<file path="src/inc/tws_pkg.sv">
/*
  Constants for the waveform timer: register offsets, field positions,
  reset values, waveform modes and command codes.
  Assumes a 32-bit Wishbone slave with byte addresses, one register a word.
*/
package tws_pkg;
  localparam int          CNT_W         = 16;
  localparam int          NCH           = 3;
  localparam int          ADR_W         = 8;
  localparam int          DIV_W         = 10;

  localparam logic [7:0]  ADR_CTRL_A    = 8'h00;
  localparam logic [7:0]  ADR_CTRL_B    = 8'h04;
  localparam logic [7:0]  ADR_CTRL_D    = 8'h08;
  localparam logic [7:0]  ADR_CTRL_E_CLR = 8'h0c;
  localparam logic [7:0]  ADR_CTRL_E_SET = 8'h10;
  localparam logic [7:0]  ADR_CTRL_F_CLR = 8'h14;
  localparam logic [7:0]  ADR_CTRL_F_SET = 8'h18;
  localparam logic [7:0]  ADR_FLAGS     = 8'h1c;
  localparam logic [7:0]  ADR_COUNTER   = 8'h20;
  localparam logic [7:0]  ADR_PERIOD    = 8'h24;
  localparam logic [7:0]  ADR_COMPARE0  = 8'h28;
  localparam logic [7:0]  ADR_PERIOD_SH = 8'h34;
  localparam logic [7:0]  ADR_COMP_SH0  = 8'h38;

  localparam int          CA_EN_BIT     = 0;
  localparam int          CA_PSC_LSB    = 1;
  localparam int          CB_WG_LSB     = 0;
  localparam int          CB_OE_LSB     = 4;
  localparam int          CE_DIR_BIT    = 0;
  localparam int          CE_LOCK_UPDATE_BIT   = 1;
  localparam int          CE_CMD_LSB    = 2;
  localparam int          FLG_OVF_BIT   = 0;
  localparam int          FLG_HUNF_BIT  = 1;
  localparam int          FLG_CMP_LSB   = 4;

  localparam logic [15:0] RST_PERIOD    = 16'hffff;
  localparam logic [15:0] RST_ZERO      = 16'h0000;

  localparam logic [2:0]  WG_NORMAL     = 3'h0;
  localparam logic [2:0]  WG_FRQ        = 3'h1;
  localparam logic [2:0]  WG_ONE_SLOPE  = 3'h3;
  localparam logic [2:0]  WG_DS_TOP     = 3'h5;
  localparam logic [2:0]  WG_DS_BOTH    = 3'h6;
  localparam logic [2:0]  WG_DS_FLOOR   = 3'h7;

  typedef enum logic [1:0] {
    TWS_CMD_NONE    = 2'h0,
    TWS_CMD_UPDATE  = 2'h1,
    TWS_CMD_RESTART = 2'h2,
    TWS_CMD_RESET   = 2'h3
  } tws_cmd_t;
endpackage : tws_pkg

</file>
<file path="src/hdl/tws_timer.sv">
/*
  Waveform timer: 16-bit counter with three compare channels, frequency,
  one-slope and dual-slope PWM, pin override, commands and dual byte mode.
  Assumes a classic Wishbone master and one clock for bus and timer.
*/
// Local design decisions: the placing of the registers and the Wishbone interface to the registers.
`timescale 1ns/100ps
`default_nettype none
module tws_timer
  import tws_pkg::*;
#(
  parameter int WIDTH    = CNT_W,
  parameter int CHANNELS = NCH
) (
  input  wire logic             clk_i,          // 50 MHz clock
  input  wire logic             rst_i,          // synchronous reset
  input  wire logic             cyc_i,          // Wishbone cycle
  input  wire logic             stb_i,          // Wishbone strobe
  input  wire logic             we_i,           // Wishbone write
  input  wire logic [ADR_W-1:0] adr_i,          // Wishbone byte address
  input  wire logic [3:0]       sel_i,          // Wishbone byte lanes
  input  wire logic [31:0]      dat_i,          // Wishbone write data
  output logic      [31:0]      dat_o,          // Wishbone read data
  output logic                  ack_o,          // Wishbone acknowledge
  output logic      [5:0]       waveform_o,     // waveforms, high half split
  output logic      [5:0]       pin_override_o, // pin takes the waveform
  output logic                  ovf_o,          // overflow or low underflow
  output logic                  hunf_o,         // high byte underflow
  output logic      [2:0]       cmp_o           // compare match pulses
);
  if (WIDTH != CNT_W || CHANNELS != NCH) begin : g_bad_param
    $error("tws_timer supports only 16 bits and three channels");
  end

  logic        en;
  logic [2:0]  psc_sel;
  logic [2:0]  wg;
  logic [2:0]  oe;
  logic        split;
  logic        dir;
  logic        lock_update;
  logic [3:0]  bv;
  logic [7:0]  flags;
  logic [15:0] cnt;
  logic [15:0] per;
  logic [15:0] per_sh;
  logic [15:0] cmp    [3];
  logic [15:0] cmp_sh [3];
  logic [2:0]  wave_lo;
  logic [2:0]  wave_hi;
  logic [DIV_W-1:0] div;

  // Bus decode: writes take effect at the edge where ack is high.
  logic     wr;
  logic     hard_rst;
  tws_cmd_t cmd;
  assign wr  = cyc_i && stb_i && we_i && ack_o;
  assign cmd = tws_cmd_t'(dat_i[CE_CMD_LSB +: 2]);
  logic cmd_wr;
  assign cmd_wr   = wr && adr_i == ADR_CTRL_E_SET && sel_i[0];
  assign hard_rst = cmd_wr && cmd == TWS_CMD_RESET && !en;
  logic restart;
  logic upd_cmd;
  assign restart = cmd_wr && cmd == TWS_CMD_RESTART;
  assign upd_cmd = cmd_wr && cmd == TWS_CMD_UPDATE;

  function automatic logic [15:0] merge(input logic [15:0] old,
                                        input logic [31:0] d,
                                        input logic [3:0]  s);
    merge = {s[1] ? d[15:8] : old[15:8], s[0] ? d[7:0] : old[7:0]};
  endfunction : merge

  function automatic logic [DIV_W-1:0] psc_mask(input logic [2:0] s);
    case (s)
      3'h0:    psc_mask = 10'h000;
      3'h1:    psc_mask = 10'h001;
      3'h2:    psc_mask = 10'h003;
      3'h3:    psc_mask = 10'h007;
      3'h4:    psc_mask = 10'h00f;
      3'h5:    psc_mask = 10'h03f;
      3'h6:    psc_mask = 10'h0ff;
      default: psc_mask = 10'h3ff;
    endcase
  endfunction : psc_mask

  // Prescaler: tick when the low bits of the free divider are all ones.
  logic tick;
  assign tick = en && &(div | ~psc_mask(psc_sel));
  always_ff @(posedge clk_i) begin
    if (rst_i || hard_rst || !en) begin
      div <= '0;
    end else begin
      div <= div + 10'h001;
    end
  end

  // Next counter value and slope events.
  logic        ds;
  logic [15:0] top;
  logic [15:0] next_cnt;
  logic        next_dir;
  logic        floor_evt;
  logic        hunf_evt;
  logic [2:0]  hit;
  logic [2:0]  next_lo;
  logic [2:0]  next_hi;
  logic [7:0]  nl;
  logic [7:0]  nh;
  assign ds  = wg == WG_DS_TOP || wg == WG_DS_BOTH || wg == WG_DS_FLOOR;
  assign top = (wg == WG_FRQ) ? cmp[0] : per;

  always_comb begin
    next_cnt  = cnt;
    next_dir  = dir;
    floor_evt = 1'b0;
    hunf_evt  = 1'b0;
    nl        = (cnt[7:0] == 8'h00) ? per[7:0] : cnt[7:0] - 8'h01;
    nh        = (cnt[15:8] == 8'h00) ? per[15:8] : cnt[15:8] - 8'h01;
    if (split) begin
      next_cnt  = {nh, nl};
      floor_evt = cnt[7:0] == 8'h00;
      hunf_evt  = cnt[15:8] == 8'h00;
    end else if (ds) begin
      if (!dir && cnt < per) begin
        next_cnt = cnt + 16'h0001;
        next_dir = next_cnt >= per;
      end else if (cnt != 16'h0000) begin
        next_cnt = cnt - 16'h0001;
        next_dir = next_cnt != 16'h0000;
        floor_evt = next_cnt == 16'h0000;
      end else begin
        next_cnt = cnt + 16'h0001;
        next_dir = 1'b0;
      end
    end else if (!dir) begin
      next_cnt  = (cnt >= top) ? 16'h0000 : cnt + 16'h0001;
      floor_evt = cnt >= top;
    end else begin
      next_cnt  = (cnt == 16'h0000) ? top : cnt - 16'h0001;
      floor_evt = cnt == 16'h0000;
    end
  end

  always_comb begin
    next_lo = wave_lo;
    next_hi = wave_hi;
    for (int k = 0; k < NCH; k++) begin
      hit[k] = split ? cnt[7:0] == cmp[k][7:0] : cnt == cmp[k];
      if (split) begin
        next_lo[k] = nl < cmp[k][7:0];
        next_hi[k] = nh < cmp[k][15:8];
      end else if (wg == WG_FRQ) begin
        next_lo[k] = hit[k] ? !wave_lo[k] : wave_lo[k];
      end else if (wg == WG_ONE_SLOPE) begin
        if (next_cnt == cmp[k]) begin
          next_lo[k] = 1'b0;
        end else if (next_cnt == 16'h0000) begin
          next_lo[k] = 1'b1;
        end
      end else if (ds) begin
        if (next_cnt == cmp[k]) begin
          next_lo[k] = (cmp[k] == per) ? 1'b1 : next_dir;
        end else if (next_cnt == 16'h0000) begin
          next_lo[k] = cmp[k] != 16'h0000;
        end
      end else begin
        next_lo[k] = 1'b0;
      end
    end
  end

  // Update condition: copy valid shadows at floor unless locked, or on the update command; not in dual byte mode.
  logic upd;
  assign upd = !split &&
               (upd_cmd || (tick && floor_evt && !lock_update));

  always_ff @(posedge clk_i) begin
    if (rst_i || hard_rst) begin
      cnt <= RST_ZERO;
      dir <= 1'b0;
    end else if (wr && adr_i == ADR_COUNTER) begin
      cnt <= merge(cnt, dat_i, sel_i);
    end else if (restart) begin
      cnt <= RST_ZERO;
      dir <= 1'b0;
    end else begin
      if (tick) begin
        cnt <= next_cnt;
        dir <= split ? 1'b1 : next_dir;
      end
      if (wr && sel_i[0] && adr_i == ADR_CTRL_E_CLR &&
          dat_i[CE_DIR_BIT]) begin
        dir <= 1'b0;
      end else if (cmd_wr && dat_i[CE_DIR_BIT]) begin
        dir <= 1'b1;
      end
    end
  end

  always_ff @(posedge clk_i) begin
    if (rst_i || hard_rst || restart) begin
      wave_lo <= 3'h0;
      wave_hi <= 3'h0;
    end else if (tick) begin
      wave_lo <= next_lo;
      wave_hi <= split ? next_hi : 3'h0;
    end
  end

  always_ff @(posedge clk_i) begin
    if (rst_i || hard_rst) begin
      en      <= 1'b0;
      psc_sel <= 3'h0;
      wg      <= WG_NORMAL;
      oe      <= 3'h0;
      split   <= 1'b0;
      lock_update    <= 1'b0;
    end else if (wr && sel_i[0]) begin
      case (adr_i)
        ADR_CTRL_A: begin
          en      <= dat_i[CA_EN_BIT];
          psc_sel <= dat_i[CA_PSC_LSB +: 3];
        end
        ADR_CTRL_B: begin
          wg <= dat_i[CB_WG_LSB +: 3];
          oe <= dat_i[CB_OE_LSB +: 3];
        end
        ADR_CTRL_D:     split <= dat_i[0];
        ADR_CTRL_E_CLR: lock_update  <= lock_update && !dat_i[CE_LOCK_UPDATE_BIT];
        ADR_CTRL_E_SET: lock_update  <= lock_update || dat_i[CE_LOCK_UPDATE_BIT];
        default: ;
      endcase
    end
  end

  always_ff @(posedge clk_i) begin
    if (rst_i || hard_rst) begin
      per    <= RST_PERIOD;
      per_sh <= RST_PERIOD;
      bv     <= 4'h0;
      for (int k = 0; k < NCH; k++) begin
        cmp[k]    <= RST_ZERO;
        cmp_sh[k] <= RST_ZERO;
      end
    end else begin
      if (upd) begin
        if (bv[0]) per <= per_sh;
        for (int k = 0; k < NCH; k++) begin
          if (bv[k+1]) cmp[k] <= cmp_sh[k];
        end
        bv <= 4'h0;
      end
      if (wr) begin
        if (adr_i == ADR_PERIOD) per <= merge(per, dat_i, sel_i);
        if (adr_i == ADR_PERIOD_SH) begin
          per_sh <= merge(per_sh, dat_i, sel_i);
          bv[0]  <= 1'b1;
        end
        for (int k = 0; k < NCH; k++) begin
          if (adr_i == ADR_COMPARE0 + 8'(4 * k)) begin
            cmp[k] <= merge(cmp[k], dat_i, sel_i);
          end
          if (adr_i == ADR_COMP_SH0 + 8'(4 * k)) begin
            cmp_sh[k] <= merge(cmp_sh[k], dat_i, sel_i);
            bv[k+1]   <= 1'b1;
          end
        end
        if (adr_i == ADR_CTRL_F_CLR && sel_i[0]) bv <= bv & ~dat_i[3:0];
        if (adr_i == ADR_CTRL_F_SET && sel_i[0]) bv <= bv | dat_i[3:0];
      end
    end
  end

  // Flags: write one to clear; a new event in the same cycle wins.
  logic [7:0] flag_set;
  logic [7:0] flag_clr;
  always_comb begin
    flag_set = 8'h00;
    flag_set[FLG_OVF_BIT]  = tick && floor_evt;
    flag_set[FLG_HUNF_BIT] = tick && split && hunf_evt;
    flag_set[FLG_CMP_LSB +: 3] = hit & {3{tick && wg != WG_NORMAL}};
    flag_clr = (wr && sel_i[0] && adr_i == ADR_FLAGS) ? dat_i[7:0] : 8'h00;
  end

  always_ff @(posedge clk_i) begin
    if (rst_i || hard_rst) begin
      flags  <= 8'h00;
      ovf_o  <= 1'b0;
      hunf_o <= 1'b0;
      cmp_o  <= 3'h0;
    end else begin
      flags  <= (flags & ~flag_clr) | flag_set;
      ovf_o  <= flag_set[FLG_OVF_BIT];
      hunf_o <= flag_set[FLG_HUNF_BIT];
      cmp_o  <= flag_set[FLG_CMP_LSB +: 3];
    end
  end

  always_ff @(posedge clk_i) begin
    if (rst_i) begin
      waveform_o     <= 6'h00;
      pin_override_o <= 6'h00;
    end else begin
      waveform_o          <= {split ? wave_hi : 3'h0, wave_lo};
      pin_override_o[2:0] <= (wg != WG_NORMAL) ? oe : 3'h0;
      pin_override_o[5:3] <= (wg != WG_NORMAL && split) ? oe : 3'h0;
    end
  end

  // Read mux and acknowledge, one cycle after the request.
  logic [31:0] rd;
  always_comb begin
    rd = 32'h0000_0000;
    case (adr_i)
      ADR_CTRL_A:     rd[3:0] = {psc_sel, en};
      ADR_CTRL_B:     rd[6:0] = {oe, 1'b0, wg};
      ADR_CTRL_D:     rd[0]   = split;
      ADR_CTRL_E_CLR,
      ADR_CTRL_E_SET: rd[1:0] = {lock_update, dir};
      ADR_CTRL_F_CLR,
      ADR_CTRL_F_SET: rd[3:0] = bv;
      ADR_FLAGS:      rd[7:0] = flags;
      ADR_COUNTER:    rd[15:0] = cnt;
      ADR_PERIOD:     rd[15:0] = per;
      ADR_PERIOD_SH:  rd[15:0] = per_sh;
      default: begin
        for (int k = 0; k < NCH; k++) begin
          if (adr_i == ADR_COMPARE0 + 8'(4 * k)) rd[15:0] = cmp[k];
          if (adr_i == ADR_COMP_SH0 + 8'(4 * k)) rd[15:0] = cmp_sh[k];
        end
      end
    endcase
  end

  always_ff @(posedge clk_i) begin
    if (rst_i) begin
      ack_o <= 1'b0;
      dat_o <= 32'h0000_0000;
    end else begin
      ack_o <= cyc_i && stb_i && !ack_o;
      if (cyc_i && stb_i && !ack_o) dat_o <= rd;
    end
  end
endmodule : tws_timer
`default_nettype wire

</file>
<file path="config.mk">
export PLATFORM = sky130hd
export DESIGN_NAME = tws_timer
export DESIGN_NICKNAME = d
export VERILOG_FILES = /design/src/inc/tws_pkg.sv /design/src/hdl/tws_timer.sv
export SDC_FILE = /design/constraint.sdc
export NUM_CORES = 1
export LEC_CHECK = 0
export BUFFER_PORTS_ARGS = -buffer_cell sky130_fd_sc_hd__buf_4
export CAP_MARGIN = 20
export CORE_MARGIN = 5
export CORE_UTILIZATION = 27
export DETAILED_ROUTE_END_ITERATION = 16
export PLACE_DENSITY_LB_ADDON = 0.25
export SLEW_MARGIN = 40
export SYNTH_ARGS = -nofsm -noshare
export SYNTH_HDL_FRONTEND = slang
export SYNTH_SLANG_ARGS = --single-unit
export TNS_END_PERCENT = 5
</file>
<file path="constraint.sdc">
create_clock -name clk_i -period 6.9 [get_ports clk_i]
set_input_delay 1.38 -clock clk_i [delete_from_list [all_inputs] [get_ports clk_i]]
set_output_delay 1.38 -clock clk_i [all_outputs]
set_load 0.01 [all_outputs]
</file>
---- Word-level counts from Yosys, hierarchy flattened ----
Memory sizes are Yosys's and may differ from the RTL's.
Cells that the tools add are included.
W data, S select, Z words.
cells by class
  $add $sub $neg .......................... 5
  magnitude comparators ................... 9
  equal/unequal tests ..................... 55
  muxes and demuxes ....................... 147
  bitwise gates (word level) .............. 22
  reductions and logical operators ........ 82
operator list
  cell                     number
  $mux W16                 30
  $eq A16 B16 Y1           9
  $mux W8                  17
  $mux W1                  87
  $reduce_bool A16 Y1      5
  $pmux W10 S7             1
  $eq A8 B6 Y1 const B     8
  $logic_not A16 Y1        3
  $lt A8 B8 Y1             6
  $eq A8 B5 Y1 const B     4
  $ge A16 B16 Y1           2
  $pmux W8 S4              1
  $logic_and A1 B1 Y1      28
  $eq A8 B8 Y1             3
  $logic_not A8 Y1         3
  $eq A3 B3 Y1 const B     6
  $pmux W1 S9              2
  $pmux W3 S6              1
  $add A16 B1 Y16 const B  1
  $eq A8 B4 Y1 const B     2
  $lt A16 B16 Y1           1
  $mux W4                  4
  $pmux W2 S8              1
  $sub A16 B1 Y16 const B  1
  other kinds (42)         94
word-level totals
  register bits after elaboration ......... 123
  bits in writable memories ............... 96
  bits of input ports ..................... 49
  word-level logic and storage cells ...... 351
  memories ................................ 2
memory list
  name    words  bits a word  rd ports  clocked after memory_dff  wr ports  line             text
  cmp     3      16           3         0                         3         tws_timer.sv:47  logic [15:0] cmp [3];
  cmp_sh  3      16           3         0                         3         tws_timer.sv:48  logic [15:0] cmp_sh [3];

---- Depth between registers and ports, before layout ----
Gate-level depths: netlist (run 1).
  depth in word-level cells ............... 15
  gate-level depth with buffers ........... 22
  depth with buffers taken out ............ 17

---- Worst setup path before layout (run 1) ----
OpenSTA, ideal clock, no wires.
  path kind ............................... register -> register
  from .................................... register wg[2]
  to ...................................... register wave_lo[2]
  setup time .............................. 0.119 ns
  data arrival time ....................... 4.662 ns
  required time ........................... 6.781 ns
  setup slack ............................. 2.118 ns
  cell stages (with the launch flop) ...... 22
  path buffers ............................ 6
  clock period less this slack ............ 4.782 ns
  path through ............................ dfxtp_1 -> clkbuf_1 -> nor3b_1 -> buf_2 -> buf_2 -> buf_2 -> mux2i_1 -> ha_1 -> and4_1 -> nand2_1 -> or4_1 -> and3_1 -> clkbuf_1 -> clkbuf_1 -> o221a_2 -> o21ai_1 -> o32ai_1 -> a221o_1 -> or4_4 -> mux2i_1 -> nand3_1 -> nor3b_2
between the ends
  word-level cells in the longest chain between the ends .. 13
  elaborated cells between the ends (all ways) .. 28
  classes of those cells .................. order compare (1); eq/ne (9); mux (14); reduce/logical (4)
RTL lines
  what                    line                                text
  start, declared         tws_timer.sv:37                     logic [2:0] wg;
  start signal, assigned  tws_timer.sv:225                    wg <= dat_i[CB_WG_LSB +: 3];
  $eq A3 B1 Y1            tws_timer.sv:110, tws_timer.sv:152
  $mux W16                tws_timer.sv:110                    assign top = (wg == WG_FRQ) ? cmp[0] : per;
  $ge A16 B16 Y1          tws_timer.sv:136                    next_cnt = (cnt >= top) ? 16'h0000 : cnt + 16'h0001;
  $mux W16                tws_timer.sv:136
  $mux W16                tws_timer.sv:135                    end else if (!dir) begin
  $mux W16                tws_timer.sv:123                    end else if (ds) begin
  $mux W16                tws_timer.sv:119                    if (split) begin
  $eq A16 B16 Y1          tws_timer.sv:155, tws_timer.sv:161
  $mux W1                 tws_timer.sv:161                    if (next_cnt == cmp[k]) begin
  $mux W1                 tws_timer.sv:160                    end else if (ds) begin
  $mux W1                 tws_timer.sv:154                    end else if (wg == WG_ONE_SLOPE) begin
  $mux W1                 tws_timer.sv:152                    end else if (wg == WG_FRQ) begin
  $mux W1                 tws_timer.sv:149                    if (split) begin
  end signal, assigned    tws_timer.sv:205                    wave_lo <= next_lo;
  end, declared           tws_timer.sv:49                     logic [2:0] wave_lo;
Several ways; a longest one is shown, not always the timed one.
A chain may end at the register's enable or synchronous reset.

---- Final worst setup path (run 1) ----
  from .................................... register wg[0]
  to ...................................... register wave_lo[1]
Same word-level chain as after synthesis.

==> results by group, run 1 <==
Detailed routing
  – Drt drc: 0
  – Antenna Nets Post-Route: 0
  – Metal-1 WL: 34700 microns
  – Drt total wl: 83500 microns
  – Met2 wire length: 36700 microns
  – WL/cell: 27.9 microns
  – DR pass1 iterations: 8
  – DR top layer: met5
  – Starting DRT DRC Count: 2523
  – Routed met3 length: 7540 microns
  – Vias: 17900
  – Vias per inst: 5.99

Clock tree
  – Post-CTS setup buffers: 0
  – Clock slew at reported path FFs: 0.06 ns
  – Worst-Skew Late Latency: 0.54 ns
  – Root Driver: clkbuf_16
  – Clock Tree Buf Depth: 3
  – PostCTS Resize Cnt: 0
  – Num CTS Buffers: 24
  – Clock Sinks: 219
  – Hold_buf cts: 0
  – H-tree depth: 1
  – CTS tree: yes

Floorplanning
  – Die Area: 69600 sq um
  – Die Ht: 264 microns
  – # IOs: 99
  – Die Span X: 264 microns
  – Initial Util: 27.1%
  – Cell Rows: 93
  – Core Footprint: 64100 sq um

Global route
  – Largest net degree at the start of global routing: 51
  – Initial antenna violation count: 1
  – Vias in the first global route: 16900
  – Gr ovfl total: 0
  – Total track usage: 22.6%
  – First-pass GRT wire length: 120000 microns

Timing
  – Relative slew slack: 38.0%
  – Max frequency: 0.172 GHz
  – Slew @ Worst Pin: 0.927 ns
  – Final hold vios: 0
  – RSZ-0062 raised after global routing: no
  – Max Slew Vio Count: 0
  – Fin crit share: 84.4%
  – Hold slack: 0.451 ns
  – Final TNS setup: 0 ns
  – Setup violations, final: 0
  – Worst-case clock skew: 0.0107 ns
  – Final min period: 5.82 ns

Synth
  – Primary FF master, synth: dfxtp_1
  – Number of flops mapped to enable cells by yosys: 96
  – Syn Area/Cell: 8.16 sq um
  – Sequential share of the synthesized area: 30.7%
  – Post-synthesis cell type count: 89
  – Ys Warns: 0
  – Mapped cell area: 17400 sq um
  – Seq cells post-synth: 219
  – Async SR Flop Fraction: 0%
  – Cells after synthesis: 2132

Pwr
  – Peak VDD IR: 0.170 mV
  – Power Density: 149 nW/um^2
  – Leak: 7.47 nW

Final layout
  – Fin nets: 2264
  – Fraction of layout cells with a size suffix above 1: 11.8%
  – Synth-to-layout area growth: 13.2%

Worst setup path
  – Worst Path Max Fanout: 25
  – WS Path Type: reg2reg
  – Critical path required time: 7.32 ns
  – Crit path launch type: flip-flop
  – Crit end category: flip-flop
  – Crit path DAT: 6.25 ns

Run
  – Max Cap Viol: 0

Placement
  – HPWL after DPL: 63800 microns
  – Final Wtd Congestion: 1.05
  – Port Buffers: 64

Worst hold path
  – Hold crit path type: reg2reg

Status
  – Status: finished, final reports clean
layer usage:
metal	GRT usage, %	vias up
met5	0	-
met4	9.90	2
met3	3.46	233
met1	30.6	8714
met2	36.0	1104
li1	-	7859
layout make-up:
| type | instances | area [sq um] |
|---|---|---|
| clock buffers | 28 | 679 |
| clock inverters | 16 | 121 |
| flip-flops and latches | 219 | 5350 |
| well taps | 855 | 1070 |
| fillers | 6747 | 44400 |
| inverters | 93 | 349 |
| multi-input cells | 1630 | 11000 |
| repair buffers | 150 | 1130 |
| diodes | 1 | 2.50 |
power by group:
part | switching [W] | internal [W]
clock | 0.000562 | 0.000748
sequential | 0.0000448 | 0.00137
combinational | 0.000139 | 0.0000675
total | 0.000745 | 0.00219
critical path, stage by stage (launching register included):
cell and delay, ns:
dfxtp_1 0.53, nor3b_2 0.22, buf_4 0.40, mux2i_1 0.21
ha_1 0.35, and4_1 0.29, nand2_1 0.08, or4_1 0.58
nand3_1 0.52, o32ai_1 0.20, buf_4 0.19, a211oi_1 0.54
o32ai_1 0.15, nor4_1 0.58, nand4_1 0.32, nor3b_1 0.23
nor3_1 0.19, a21oi_1 0.08
kinds of logic (layout without fill, tap and decap cells):
logic type / after synthesis / count (layout) / synth area share [%]
adder cells (fa/ha/maj): 97 / 97 / 6.98
buffers and inverters: 298 / 287 / 7.04
other: 1 / 17 / 0.0216
flip-flops: 219 / 219 / 30.7
AO/OA/AOI/OAI: 599 / 599 / 24.2
XOR/XNOR: 147 / 147 / 7.40
AND/OR/NAND/NOR: 729 / 729 / 21.1
multiplexers: 42 / 42 / 2.44
path summary, 6_finish.rpt:
kind                                 start    endpoint  slack (ns)  cells after the start
worst min register to register  wave_hi[2]  wave_hi[2]        0.45                      2
worst max-delay path                 wg[0]  wave_lo[1]        1.08                     17
worst max register to register       wg[0]  wave_lo[1]        1.08                     17
worst min-delay path            wave_hi[2]  wave_hi[2]        0.45                      2
flip-flops by register name, indices dropped and copies added (netlist names), 6 cells and up, named ones only:
signal and count:
pin_override_o 6, cmp_sh 48, cnt 16, waveform_o 6, div 10, per 16, flags 8, per_sh 16
dat_o 16, cmp 48
cell usage in the layout, fill, tap and decap left out, types with 36 or more instances in the layout:
cell and n:
nand2_1 205, nor2_1 150, buf_4 149, dfxtp_1 121
a21oi_1 120, o21ai_0 100, ha_1 97, edfxtp_1 96
inv_1 93, xnor2_1 80, nand3_1 69, xor2_1 66
nand4_1 51, a22o_1 51, nor4_1 49, nor3_1 41
mux2i_1 39, a211oi_1 36
cells in the mapped netlist (8+ instances only):
library cell    n  area, sq um
nand2_1       205          769
nor2_1        152          571
clkbuf_1      150          563
dfxtp_1       123         2460
a21oi_1       120          601
o21ai_0       105          526
ha_1           97         1210
edfxtp_1       96         2880
inv_1          93          349
xnor2_1        81          709
nand3_1        69          345
xor2_1         66          578
nor4_1         52          325
a22o_1         51          447
nand4_1        51          319
nor3_1         46          230
mux2i_1        39          390
a211oi_1       36          270
and2_1         32          200
a22oi_1        26          195
a31oi_1        26          163
and3_1         26          163
buf_4          22          165
o22ai_1        21          131
a221oi_1       19          166
buf_1          19         71.3
o21a_1         19          143
or3_1          18          113
a222oi_1       16          160
o211ai_1       15          113
a2111oi_0      14          123
a21o_1         14          105
nand2b_1       14         87.6
buf_2          13         65.1
a31o_2         11         96.3
nor2b_1        11         68.8
a21boi_0        9         67.6
or4_1           9         67.6
a311oi_1        8         70.1
o31ai_1         8         60.1
metrics by stage:
| stage | cell area, sq um | worst slack, ns | total power [W] | std cells | util (%) |
|---|---|---|---|---|---|
| 2_1_floorplan | 17400 | 2.12 | 0.00154 | 2147 | - |
| 3_3_place_gp | 18800 | 1.26 | 0.00164 | 2946 | 29.4 |
| 3_5_place_dp | 18800 | 1.31 | 0.00164 | 2946 | 29.4 |
| 4_1_cts | 19700 | 1.29 | 0.00295 | 2990 | 30.6 |
| 5_1_grt | 19700 | 1.03 | 0.00302 | 2991 | 30.7 |
| 6_report | 19700 | 1.08 | 0.00293 | 2992 | 30.7 |
No activity file was read; power rests on OpenSTA's default activity.
==> run 2, diff against run 1 <==
==> constraint.sdc (replaced) <==
create_clock -name clk_i -period 5.5 [get_ports clk_i]
set_input_delay 1.1 -clock clk_i [delete_from_list [all_inputs] [get_ports clk_i]]
set_output_delay 1.1 -clock clk_i [all_outputs]
set_load 0.01 [all_outputs]
==> run 2 against run 1 <==
Worst setup slack lost 0.86 ns. Fmax up 10%. Sequential power grew 25%. Final area grew 4.9%. Final cell count up 3.3%. Global-route usage rose by 1.3 points. First-iteration DRC count shrank 4.3%. Die area did not move. Register-to-register slack got worse by 0.86 ns. Hold slack improved by 0.0033 ns. Clock-buffer cell count increased by 9. Total power rose by 36%. Largest power group is now the clock network.
==> results by group, run 2 (synthesis results as in run 1) <==
Final layout
  – Synth-to-layout area growth: 18.7%
  – Area of the multi-input gates: 11000 sq um
  – Cell Count, Final, Fillers Out: 3090
  – Fin nets: 2358
  – Most frequent cells in the layout: buf_4, nand2_1, nor2_1, dfxtp_1, a21oi_1
  – Layout fillers: 6710
  – Commonest non-fill, non-tap cell in the layout: buf_4
  – Biggest regs: cmp: 48 flops, cmp_sh: 48 flops
  – Sequential cell area: 5350 sq um
  – Fraction of layout cells with a size suffix above 1: 15.5%

Detailed routing
  – Drt total wl: 87900 microns
  – Starting DRT DRC Count: 2415
  – WL/cell: 28.4 microns
  – DR pass1 iterations: 6
  – Antenna Nets Post-Route: 0
  – Vias per inst: 5.94
  – Vias: 18300
  – Drt drc: 0

Clock tree
  – Clock Sinks: 219
  – Hold_buf cts: 0
  – Clock Tree Buf Depth: 3
  – CTS tree: yes
  – Worst-Skew Late Latency: 0.57 ns
  – Clock slew at reported path FFs: 0.06 ns
  – Post-CTS setup buffers: 0
  – H-tree depth: 1
  – Root Driver: clkbuf_16
  – PostCTS Resize Cnt: 0
  – Num CTS Buffers: 27

Timing
  – Relative slew slack: 41.0%
  – Max frequency: 0.189 GHz
  – Fin crit share: 96.1%
  – Final hold vios: 0
  – Final TNS setup: 0 ns
  – Max Slew Vio Count: 0
  – Worst-case clock skew: 0.0204 ns
  – Final min period: 5.29 ns
  – Setup violations, final: 0
  – RSZ-0062 raised after global routing: no
  – Slew @ Worst Pin: 0.878 ns

Global route
  – First-pass GRT wire length: 126000 microns
  – Initial antenna violation count: 1
  – Gr ovfl total: 0
  – Vias in the first global route: 17700
  – Largest net degree at the start of global routing: 42
  – Total track usage: 23.9%

Pwr
  – Peak VDD IR: 0.205 mV
  – Switch share: 24.9%
  – Sequential share of power: 44.6%
  – Gate power share: 7.0%
  – Leak: 8.01 nW
  – Int Pwr: 0.00300 W
  – Power Density: 193 nW/um^2
  – Psw: 0.000992 W
  – Clock power share: 48.4%

Floorplanning
  – Die Span X: 264 microns
  – Initial Util: 27.1%
  – Die Ht: 264 microns
  – Die Area: 69600 sq um
  – # IOs: 99
  – Core Footprint: 64100 sq um
  – Cell Rows: 93

Placement
  – Port Buffers: 64
  – HPWL after DPL: 69200 microns
  – Final Wtd Congestion: 1.01
  – Inst Count DP: 3038

Worst setup path
  – Critical path required time: 5.93 ns
  – Crit path DAT: 5.72 ns
  – Worst Path Max Fanout: 22
  – Crit path launch type: flip-flop
  – WS Path Type: reg2reg
  – Crit end category: flip-flop

Worst hold path
  – Hold crit path type: reg2reg

Run
  – Max Cap Viol: 0

Status
  – Status: finished, final reports clean
-- run 2: final cells by class --
type,instances,share of cell area (%)
flip-flops and latches,219,25.9
clock inverters,13,0.921
diodes,2,0.0242
inverters,93,1.69
repair buffers,241,9.37
multi-input cells,1630,53.2
well taps,855,5.18
clock buffers,37,3.71
-- run 2: stage by stage --
step / worst slack (ns) / hold slack, ns / cell area, sq um / utilization [%] / total power [W]
2_1_floorplan: 0.718 / 0.427 / 17400 / - / 0.00193
5_1_grt: 0.103 / 0.486 / 20600 / 32.2 / 0.00410
3_5_place_dp: 0.325 / 0.450 / 19700 / 30.7 / 0.00208
6_report: 0.214 / 0.454 / 20600 / 32.2 / 0.00399
4_1_cts: 0.301 / 0.456 / 20600 / 32.2 / 0.00400
3_3_place_gp: 0.239 / 0.444 / 19600 / 30.6 / 0.00208
-- run 2: routing by layer --
metal,track usage [%],vias to the layer above,share of wire (%)
li1,-,8074,-
met1,32.4,8908,41
met2,38.2,1163,45
met3,4.00,195,9.7
met4,9.34,0,4.7
met5,0,-,0
-- run 2: path summary, 6_finish.rpt --
kind,endpoint,cells after the start,slack (ns),startpoint
worst max-delay path,wave_lo[0],19,0.21,wg[2]
worst min-delay path,wave_hi[1],2,0.45,wave_hi[1]
worst max register to register,wave_lo[0],19,0.21,wg[2]
worst min register to register,wave_hi[1],2,0.45,wave_hi[1]
-- run 2: critical path, cell delays in order, from the launching register on --
cell      delay (ns)
dfxtp_1         0.33
nor3b_2         0.23
buf_12          0.24
mux2i_1         0.33
ha_1            0.20
and4_1          0.30
nand2_1         0.07
or4_1           0.54
and3_1          0.32
buf_4           0.20
a221o_1         0.38
nand2_1         0.21
buf_4           0.17
o311ai_0        0.14
nor4b_1         0.55
buf_4           0.20
nand4_1         0.20
mux2_2          0.35
nand3_1         0.09
a31oi_1         0.08
-- run 2: power by group through the flow --
| stage | sequential [W] | combinational, W | clock (W) |
|---|---|---|---|
| floorplan | 0.00177 | 0.000167 | 0 |
| global placement | 0.00181 | 0.000271 | 0 |
| detailed placement | 0.00181 | 0.000273 | 0 |
| CTS | 0.00178 | 0.000274 | 0.00195 |
| global route | 0.00178 | 0.000295 | 0.00202 |
| finish | 0.00178 | 0.000279 | 0.00193 |
==> run 3, diff against run 2 <==
--- a/config.mk
+++ b/config.mk
@@ -5,6 +5,7 @@
 export SDC_FILE = /design/constraint.sdc
 export NUM_CORES = 1
 export LEC_CHECK = 0
+export ABC_AREA = 1
 export BUFFER_PORTS_ARGS = -buffer_cell sky130_fd_sc_hd__buf_4
 export CAP_MARGIN = 20
 export CORE_MARGIN = 5
==> run 3 against run 2 <==
Fmax up 11%. Combinational power up 6%. Register-to-register slack better by 0.53 ns. Worst setup slack better by 0.53 ns. Sequential power about the same. Via count up 5.7%. Hold slack worse by 0.027 ns. Critical path type unchanged. Largest cell class unchanged. Highest routed layer unchanged.
==> results by group, run 3 <==
Synth
  – Synth top area cells: nand2_1, edfxtp_1, dfxtp_1, nand3_1, ha_1
  – Post-synthesis cell type count: 58
  – Primary FF master, synth: dfxtp_1
  – Largest family of logic cells by synthesized area: simple AND/OR/NAND/NOR gates
  – Seq cells post-synth: 219
  – Synth top area share: 18.5%
  – Adder-cell share of the synthesized area: 6.86%
  – Ys Warns: 0
  – Commonest cells in the netlist: nand2_1, inv_1, nand3_1, nor2_1, o21ai_0
  – Cells after synthesis: 2741
  – Async SR Flop Fraction: 0%
  – Sequential share of the synthesized area: 30.2%
  – Mux contribution to synthesized area: 0%
  – Compound-Gate Fraction of Synth Area: 13.7%
  – Synth Area in XOR/XNOR: 3.07%
  – Syn Area/Cell: 6.46 sq um
  – Largest area contributor in the netlist: nand2_1
  – Mapped cell area: 17700 sq um
  – Most frequent cell after synthesis: nand2_1
  – Number of flops mapped to enable cells by yosys: 96
  – Synth Area in Simple Gates: 36.2%

Global route
  – Largest net degree at the start of global routing: 53
  – First-pass GRT wire length: 122000 microns
  – Total track usage: 22.8%
  – Gr ovfl total: 0
  – Initial antenna violation count: 0
  – Vias in the first global route: 18000

Worst setup path
  – Crit end category: flip-flop
  – Crit path DAT: 4.94 ns
  – Worst Path Max Fanout: 11
  – Critical Path Source: wg[1]
  – Delay-heaviest family, CP: simple AND/OR/NAND/NOR gates
  – Worst r2r path cells: 21
  – Critical-path top delay cell: o21ai_0
  – Buffers & Inverters on Critical Path: 4
  – Crit path launch type: flip-flop
  – Critical path required time: 5.68 ns
  – WS Path Type: reg2reg
  – Reg-to-Reg Start: wg[1]
  – Worst path max stage delay: 0.47 ns
  – RR Endpoint: cmp[0][5]
  – Most frequent CP cell: nand2_1
  – Worst-path cell chain: inv_2, nand3_1, o21ai_0, inv_1, ha_1, nand2_1, inv_1, nand3_1, nor2_1, nand2_1, nand2_1, a21oi_1, o21ai_1, nand2_1, nor2_2, inv_2, o21ai_4, nand2_4, o21ai_0, nand2_1, o21ai_1
  – Reg2reg setup slack: 0.74 ns

Pwr
  – Leak: 9.59 nW
  – Peak VDD IR: 0.234 mV
  – Power Density: 193 nW/um^2

Clock tree
  – Hold_buf cts: 0
  – Clock Tree Buf Depth: 3
  – CTS tree: yes
  – Num CTS Buffers: 26
  – H-tree depth: 1
  – PostCTS Resize Cnt: 0
  – Root Driver: clkbuf_16
  – Clock Sinks: 219
  – Post-CTS setup buffers: 0
  – Worst-Skew Late Latency: 0.55 ns
  – Clock slew at reported path FFs: 0.06 ns

Timing
  – Final TNS setup: 0 ns
  – Max Slew Vio Count: 0
  – Relative slew slack: 45.3%
  – RSZ-0062 raised after global routing: no
  – Final min period: 4.76 ns
  – Worst-case clock skew: 0.0147 ns
  – Final worst slack: 0.740 ns
  – Slew @ Worst Pin: 0.820 ns
  – Fin crit share: 86.5%
  – Setup violations, final: 0
  – Final hold vios: 0
  – Hold slack: 0.427 ns
  – Max frequency: 0.210 GHz

Detailed routing
  – Starting DRT DRC Count: 2387
  – Vias: 19400
  – Drt total wl: 83700 microns
  – Antenna Nets Post-Route: 0
  – Vias per inst: 5.28
  – Drt drc: 0
  – WL/cell: 22.8 microns
  – DR pass1 iterations: 6

Final layout
  – Fraction of layout cells with a size suffix above 1: 7.95%
  – Biggest regs: cmp: 48 flops, cmp_sh: 48 flops
  – Synth-to-layout area growth: 14.2%
  – Final core occ: 31.2%
  – Antenna diode count: 0
  – Cell Count, Final, Fillers Out: 3672
  – Fin nets: 2943
  – Layout fillers: 7238
  – Commonest non-fill, non-tap cell in the layout: nand2_1
  – Most frequent cells in the layout: nand2_1, inv_1, nand3_1, nor2_1, buf_4

Worst hold path
  – Hold crit path type: reg2reg
  – Worst min-delay path endpoint: waveform_o[5]
  – Hold_sp: wave_hi[2]
  – Worst hold path stage count: 2

Floorplanning
  – Core Footprint: 64700 sq um
  – Initial Util: 27.4%
  – Die Area: 70800 sq um
  – Cell Rows: 93
  – Die Ht: 266 microns
  – Die Span X: 266 microns
  – # IOs: 99

Placement
  – Final Wtd Congestion: 1.02
  – Port Buffers: 64
  – Dpl ws: 0.769 ns
  – Inst Count DP: 3624
  – HPWL after DPL: 66300 microns

Run
  – Max Cap Viol: 0

Status
  – Status: finished, final reports clean
==> run 3: worst max path at each step <==
stage            endpoint  slack (ns)  depth (start not counted)
6_report        cmp[0][5]        0.74                         21
5_1_grt        wave_lo[0]        0.29                         26
4_1_cts         cmp[0][5]        0.75                         21
3_5_place_dp    cmp[0][3]        0.77                         21
3_3_place_gp    cmp[0][3]        0.80                         21
2_1_floorplan  cmp[0][16]        1.69                         14
==> run 3: report_power, final <==
part	switching, W	internal, W	total (W)
combinational	0.000213	0.0000836	0.000296
clock	0.000743	0.00109	0.00183
sequential	0.0000439	0.00173	0.00177
total	0.00100	0.00290	0.00390
==> run 3: stage by stage <==
stage / power (W) / cell area, sq um
final: 0.00390 / 20200
after global routing: 0.00400 / 20200
after CTS: 0.00391 / 20200
after detailed placement: 0.00209 / 19300
after global placement: 0.00209 / 19300
after floorplan: 0.00194 / 17800
==> run 3: final cells by class <==
class                      instances  area, sq um  share of cell area [%]
sequential                       219         5350                    26.5
clock buffer                      29          683                    3.38
clock inverter                    19          211                    1.05
timing repair buffer             143         1070                    5.31
inverter                         304         1140                    5.65
multi-input combinational       2103        10700                    52.9
tap                              855         1070                    5.29
==> run 3: metal layers <==
layer,GRT usage (%),up-vias,share of wire (%)
met5,0,-,0
met4,7.82,0,4.0
met3,2.40,160,8.0
met2,36.5,932,45
met1,32.0,9056,43
li1,-,9233,-
==> run 3: logic make-up after synthesis <==
| logic type | count (synthesis) |
|---|---|
| adder cells (fa/ha/maj) | 97 |
| buffers and inverters | 434 |
| AO/OA/AOI/OAI | 404 |
| other | 1 |
| flip-flops | 219 |
| AND/OR/NAND/NOR | 1524 |
| XOR/XNOR | 62 |
==> run 3: worst min-delay path: cells and delay by family, from the launching register on <==
kind	cells	cell delay, ns
DFF	1	0.31
buffers and inverters	1	0.05
and+or+nand+nor	1	0.03
